## config.mk

```make
export PLATFORM = sky130hd
export DESIGN_NAME = cpu_core_status_pointer_regs
export DESIGN_NICKNAME = d
export VERILOG_FILES = /design/src/parity_tree.v /design/src/cpu_core_status_pointer_regs.v
export VERILOG_INCLUDE_DIRS = /design/src
export SDC_FILE = /design/constraint.sdc
export NUM_CORES = 1
export LEC_CHECK = 0
export BUFFER_PORTS_ARGS = -buffer_cell sky130_fd_sc_hd__buf_4
export CORE_MARGIN = 8
export CORE_UTILIZATION = 30
export CTS_CLUSTER_DIAMETER = 50
export CTS_CLUSTER_SIZE = 24
export DETAILED_ROUTE_END_ITERATION = 10
export PLACE_DENSITY = 0.54
export SYNTH_ARGS = -nofsm -noshare
export SYNTH_HDL_FRONTEND = slang
export SYNTH_SLANG_ARGS = --single-unit
```

## constraint.sdc

```tcl
create_clock -name MCLK -period 3.5 [get_ports MCLK]
set_clock_uncertainty 0.05 [all_clocks]
set_input_delay 0.525 -clock MCLK [delete_from_list [all_inputs] [get_ports MCLK]]
set_output_delay 0.525 -clock MCLK [all_outputs]
set_load 0.02 [all_outputs]
```

## src/cpu_core_regs.vh

```
// Special register addresses, field positions and reset values for the CPU core registers
`ifndef CPU_CORE_REGS_VH
`define CPU_CORE_REGS_VH
`define ADDR_STATUS     8'hd0
`define ADDR_SP         8'h81
`define ADDR_PTR_LOW    8'h82
`define ADDR_PTR_HIGH   8'h83
`define ADDR_MULDIV     8'hf0
`define RESET_STATUS    8'h00
`define RESET_SP        8'h07
`define RESET_PTR_LOW   8'h00
`define RESET_PTR_HIGH  8'h00
`define RESET_MULDIV    8'h00
`define BIT_CARRY       7
`define BIT_HALF_CARRY  6
`define BIT_USER_ZERO   5
`define BIT_BANK_HIGH   4
`define BIT_BANK_LOW    3
`define BIT_OVERFLOW    2
`define BIT_USER_ONE    1
`define BIT_PARITY      0
`define BANK_STRIDE     8'h08
`endif

```

## src/parity_tree.v

```verilog
// Even-parity generator over one byte
`timescale 1ns/1ps
module parity_tree (
	input  wire [7:0] DATA,
	output wire       ODD
);
	assign ODD = ^DATA;
endmodule

```

## src/cpu_core_status_pointer_regs.v

```verilog
// Program status word, stack pointer, data pointer and multiply/divide helper
`timescale 1ns/1ps
`include "cpu_core_regs.vh"
// Functional notes
// - Parity flag tracks accumulator odd ones count
// - Status word at D0, bit addressable, resets zero
// - Helper register holds multiply/divide operand, else scratch
// - Stack pointer is eight bits wide
// - Push increments pointer before writing data
// - Stack reached indirectly anywhere in RAM
// - Stack pointer resets to 07, first push 08
// - Data pointer built from high and low bytes
// - Data pointer usable as word or bytes
module cpu_core_status_pointer_regs (
	input  wire        MCLK,
	input  wire        RST,
	input  wire [7:0]  ACCUMULATOR_REGISTER,
	input  wire        SFR_WR,
	input  wire [7:0]  SFR_ADDR,
	input  wire [7:0]  SFR_WDATA,
	output reg  [7:0]  SFR_RDATA,
	output wire        SFR_HIT,
	input  wire        BIT_WR,
	input  wire [2:0]  BIT_SEL,
	input  wire        BIT_VALUE,
	input  wire        FLAGS_WR,
	input  wire [3:0]  FLAGS_MASK,
	input  wire        CARRY_IN,
	input  wire        HALF_CARRY_IN,
	input  wire        OVERFLOW_IN,
	input  wire        MULDIV_WR,
	input  wire [7:0]  MULDIV_RESULT,
	input  wire        STACK_PUSH,
	input  wire        STACK_POP,
	input  wire [7:0]  STACK_DATA,
	output reg         RAM_WR,
	output reg  [7:0]  RAM_ADDR,
	output reg  [7:0]  RAM_WDATA,
	input  wire        POINTER_WORD_WR,
	input  wire [15:0] POINTER_WORD,
	input  wire        POINTER_INC,
	input  wire [2:0]  REG_INDEX,
	output wire [7:0]  WORK_REG_ADDR,
	output wire [7:0]  PROGRAM_STATUS_WORD,
	output wire [7:0]  STACK_POINTER,
	output wire [15:0] DATA_POINTER,
	output wire [7:0]  MULDIV_OPERAND
);
	reg  [7:0]  status;
	reg  [7:0]  next_status;
	reg  [7:0]  stack_ptr;
	reg  [7:0]  next_stack_ptr;
	reg  [7:0]  data_pointer_high;
	reg  [7:0]  data_pointer_low;
	reg  [7:0]  next_pointer_high;
	reg  [7:0]  next_pointer_low;
	reg  [7:0]  muldiv;
	reg  [7:0]  next_muldiv;
	wire        parity;
	wire        sel_status;
	wire        sel_stack;
	wire        sel_low;
	wire        sel_high;
	wire        sel_helper;
	wire        wr_status;
	wire        wr_stack;
	wire        wr_low;
	wire        wr_high;
	wire        wr_helper;
	wire [7:0]  stack_up;
	wire [7:0]  stack_down;
	wire [15:0] pointer_up;
	wire [1:0]  bank;

	parity_tree u_parity (
		.DATA (ACCUMULATOR_REGISTER),
		.ODD  (parity)
	);

	assign sel_status = (SFR_ADDR == `ADDR_STATUS);
	assign sel_stack  = (SFR_ADDR == `ADDR_SP);
	assign sel_low    = (SFR_ADDR == `ADDR_PTR_LOW);
	assign sel_high   = (SFR_ADDR == `ADDR_PTR_HIGH);
	assign sel_helper = (SFR_ADDR == `ADDR_MULDIV);
	assign SFR_HIT    = sel_status | sel_stack | sel_low | sel_high | sel_helper;

	// Unmapped addresses never reach a register
	assign wr_status = SFR_WR & sel_status;
	assign wr_stack  = SFR_WR & sel_stack;
	assign wr_low    = SFR_WR & sel_low;
	assign wr_high   = SFR_WR & sel_high;
	assign wr_helper = SFR_WR & sel_helper;

	// Pre-increment on push, post-decrement on pop
	assign stack_up   = stack_ptr + 8'h01;
	assign stack_down = stack_ptr - 8'h01;
	assign pointer_up = {data_pointer_high, data_pointer_low} + 16'h0001;

	// Parity is stored, so it lags an accumulator change by one cycle
	always @* begin
		next_status = status;
		if (wr_status) begin
			next_status = SFR_WDATA;
		end else if (BIT_WR) begin
			next_status[BIT_SEL] = BIT_VALUE;
		end else if (FLAGS_WR) begin
			if (FLAGS_MASK[0]) begin
				next_status[`BIT_CARRY] = CARRY_IN;
			end
			if (FLAGS_MASK[1]) begin
				next_status[`BIT_HALF_CARRY] = HALF_CARRY_IN;
			end
			if (FLAGS_MASK[2]) begin
				next_status[`BIT_OVERFLOW] = OVERFLOW_IN;
			end
		end
		// Software cannot hold parity; hardware always wins
		next_status[`BIT_PARITY] = parity;
	end

	always @(posedge MCLK or posedge RST) begin
		if (RST) begin
			status <= `RESET_STATUS;
		end else begin
			status <= next_status;
		end
	end

	// Push beats pop beats a direct write
	always @* begin
		next_stack_ptr = stack_ptr;
		if (STACK_PUSH) begin
			next_stack_ptr = stack_up;
		end else if (STACK_POP) begin
			next_stack_ptr = stack_down;
		end else if (wr_stack) begin
			next_stack_ptr = SFR_WDATA;
		end
	end

	always @(posedge MCLK or posedge RST) begin
		if (RST) begin
			stack_ptr <= `RESET_SP;
		end else begin
			stack_ptr <= next_stack_ptr;
		end
	end

	// RAM address is the incremented pointer, never the old one
	always @(posedge MCLK or posedge RST) begin
		if (RST) begin
			RAM_WR    <= 1'b0;
			RAM_ADDR  <= 8'h00;
			RAM_WDATA <= 8'h00;
		end else begin
			RAM_WR <= STACK_PUSH;
			if (STACK_PUSH) begin
				RAM_ADDR  <= stack_up;
				RAM_WDATA <= STACK_DATA;
			end
		end
	end

	// Word load beats increment beats byte writes
	always @* begin
		next_pointer_high = data_pointer_high;
		next_pointer_low  = data_pointer_low;
		if (POINTER_WORD_WR) begin
			{next_pointer_high, next_pointer_low} = POINTER_WORD;
		end else if (POINTER_INC) begin
			{next_pointer_high, next_pointer_low} = pointer_up;
		end else begin
			if (wr_high) begin
				next_pointer_high = SFR_WDATA;
			end
			if (wr_low) begin
				next_pointer_low = SFR_WDATA;
			end
		end
	end

	always @(posedge MCLK or posedge RST) begin
		if (RST) begin
			data_pointer_high <= `RESET_PTR_HIGH;
			data_pointer_low  <= `RESET_PTR_LOW;
		end else begin
			data_pointer_high <= next_pointer_high;
			data_pointer_low  <= next_pointer_low;
		end
	end

	always @* begin
		next_muldiv = muldiv;
		if (MULDIV_WR) begin
			next_muldiv = MULDIV_RESULT;
		end else if (wr_helper) begin
			next_muldiv = SFR_WDATA;
		end
	end

	always @(posedge MCLK or posedge RST) begin
		if (RST) begin
			muldiv <= `RESET_MULDIV;
		end else begin
			muldiv <= next_muldiv;
		end
	end

	// Reads are combinational; unmapped addresses read zero
	always @* begin
		case (1'b1)
			sel_status: SFR_RDATA = status;
			sel_stack:  SFR_RDATA = stack_ptr;
			sel_low:    SFR_RDATA = data_pointer_low;
			sel_high:   SFR_RDATA = data_pointer_high;
			sel_helper: SFR_RDATA = muldiv;
			default:    SFR_RDATA = 8'h00;
		endcase
	end

	assign bank = {status[`BIT_BANK_HIGH], status[`BIT_BANK_LOW]};
	assign WORK_REG_ADDR = {3'b000, bank, REG_INDEX};
	assign PROGRAM_STATUS_WORD = status;
	assign STACK_POINTER = stack_ptr;
	assign DATA_POINTER = {data_pointer_high, data_pointer_low};
	assign MULDIV_OPERAND = muldiv;
endmodule

```

==> qor.yml <==
hold_path_class: "in2reg"
p_int_mw: 1.80
ant_nets: 0
crit_slowest_cell: "or4b_2"
crit_required_ps: 2920
vias: 4228
synth_cell_types: 68
synth_commonest_cells: "67 x nand2_1, 54 x dfrtp_1, 45 x a21oi_1, 45 x o21ai_0, 33 x nor2_1"
die_width_um: 131
arrival_ps: 2380
synth_top_area_frac: 0.338
io-pin-count: 154
r2r-end: "data_pointer_high[5]$_DFFE_PP0P_"
wl_per_cell_um: 19.3
grt_max_degree: 46
combPwrFrac: 0.347
tightest_slew_ps: 1040
port_buffers: 143
synth_warnings: 0
ys_seq_area_frac: 0.358
worstPathMaxFanout: 11
power_switching_mw: 1.09
first_pass_iters: 7
p_per_area_mw_per_mm2: 534
fillCellCount: 1358
peakVddDrop_mv: 0.182
rrSetupSlack_ps: 1280
syn_inst: 483
diodes: 0
p_clk_frac: 0.291
cp-start-kind: "primary input"
hold_end: "RAM_WDATA[2]$_DFFE_PP0P_"
synth_top_area_cell: "dfrtp_1"
antenna_found_initial: 0
start_util: 0.304
p_leak_nw: 2.37
netlist_area_mm2: 0.00400
final_nets: 692
async_flop_share: 1.00
setup_viol: 0
coreArea_mm2: 0.0131
worstPathCellList: "buf_4, or4b_2, or3_1, o22ai_1, o22ai_1, buf_4"
hpwl_um: 11500
gp_congestion: 0.903
fp-row-count: 42
synthTopCellsByArea: "dfrtp_1 34%, nand2_1 6.3%, a21oi_1 5.6%"
worstHoldStart: "STACK_DATA[2]"
grt_pass1_vias: 4129
ys_ff_latch: 57
post-route-util: 0.411
grtUsageTotal: 0.174
cp-end-kind: "primary output"
slowest_delay_ps: 740
tns_ps: 0
relSlewSlack: 0.303
cts-root-buf: "clkbuf_16"
cts_resized: 0
min_period_ps: 2950
grt_pass1_wl_um: 24100
slew_viol_final: 0
stdcell_count: 790
dieArea_mm2: 0.0173
post_cts_buffers: 0
crit_family: "simple AND/OR/NAND/NOR gates"
rsz0062_at_grt: "no"
power_mw: 2.88
path_class: "in2out"
clkLatencyLatePin_ps: 330
synthToLayoutAreaGrowth_pct: 35.0
avgSynthCellArea_um2: 8.28
wl_um: 15200
critPathBufInv: 2
cts_buffers: 9
dieHeight_um: 131
drc: 0
final_layout_size_suffix_gt1_frac: 0.314
htreeDepth: 3
status: "complete, no violations"
cts.clk_slew.worst_paths_ps: 50
synth-main-ff-cell: "dfrtp_1"
synth_edf_count: 0
drv_cap: 0
clk_path_buf_depth: 2
hold_viol_final: 0
worstHoldPathCells: 2
dp_cells: 774
switching_share: 0.376
r2r-start: "data_pointer_low[2]$_DFFE_PP0P_"
via_per_inst: 5.35
clock-sinks: 57
grt_overflow_total: 0
power_frac_seq: 0.363
drt_iter0_markers: 347
cts_hold_buf: 0
cts_tree: "done"
max_freq_mhz: 339
reg2regPathDepth: 5
period_share: 0.844
yosysMostFrequentCell: "nand2_1"
==> cells by family (layout without fill, tap and decap cells) <==
logic type               after synthesis  count (layout)  share of synthesized area
AO/OA/AOI/OAI                        156             156                      0.239
XOR/XNOR                              16              16                     0.0350
adder cells (fa/ha/maj)                3               3                    0.00939
buffers and inverters                 48             177                     0.0666
flip-flops                            57              57                      0.358
multiplexers                          22              22                     0.0594
other                                  1               3                   0.000938
AND/OR/NAND/NOR                      180             180                      0.232
==> cell type report <==
cell class                 count  area [µm²]  share of cell area
clock inverter                 3        15.0             0.00278
tap                          176         220              0.0408
inverter                      15        56.3              0.0104
timing repair buffer         146        1100               0.203
sequential                    57        1430               0.265
multi-input combinational    380        2310               0.428
clock buffer                  13         270              0.0501
==> state kept, by name, summed over array words and instances (netlist names) <==
| register | count |
|---|---|
| PROGRAM_STATUS_WORD | 8 |
| STACK_POINTER | 8 |
| RAM_WDATA | 8 |
| data_pointer_low | 8 |
| MULDIV_OPERAND | 8 |
| RAM_ADDR | 8 |
| data_pointer_high | 8 |
| RAM_WR | 1 |
==> worst max-delay path by stage <==
stage / start / endpoint / slack, ps / cells past startpoint
3_5_place_dp: SFR_ADDR[1] / SFR_RDATA[3] / 590 / 6
2_1_floorplan: SFR_ADDR[5] / SFR_RDATA[2] / 850 / 5
4_1_cts: SFR_ADDR[1] / SFR_RDATA[3] / 580 / 6
5_1_grt: SFR_ADDR[5] / SFR_RDATA[6] / 440 / 7
3_3_place_gp: SFR_ADDR[5] / SFR_RDATA[7] / 620 / 6
6_report: SFR_ADDR[1] / SFR_RDATA[3] / 550 / 6
==> per-layer routing <==
layer / track usage / wire [µm]
met5: 0 / 0
met4: 0.0568 / 191
met3: 0.0503 / 1380
met2: 0.255 / 6650
met1: 0.240 / 7000
==> power groups by stage <==
stage          Clock, mW  Combinational, mW  Sequential, mW
2_1_floorplan          0              0.479            1.11
5_1_grt            0.893               1.09            1.07
3_3_place_gp           0              0.998            1.05
3_5_place_dp           0               1.01            1.06
4_1_cts            0.860               1.01            1.05
6_report           0.839               1.00            1.05
==> cells in the final DEF, fill, tap and decap left out, types with 4 or more instances in the layout <==
cell,count
dfrtp_1,54
xnor2_1,11
o21ai_0,45
clkbuf_16,9
mux2_2,14
a21oi_1,45
nor2_1,33
nor2b_1,8
o31ai_1,5
xor2_1,5
nor3_1,10
o22ai_1,15
a22oi_1,5
or3_1,5
a32o_1,6
inv_1,13
a31oi_1,11
nand3_1,15
mux2i_1,8
or4_1,4
buf_4,146
nand2b_1,7
nand2_1,67
==> stage by stage <==
stage	worst slack [ps]	hold slack (ps)	cell area, µm²
2_1_floorplan	852	506	4010
3_3_place_gp	615	420	5110
3_5_place_dp	586	434	5110
4_1_cts	578	368	5400
5_1_grt	444	369	5400
6_report	547	379	5400
Power figures use the tool's default switching activity.
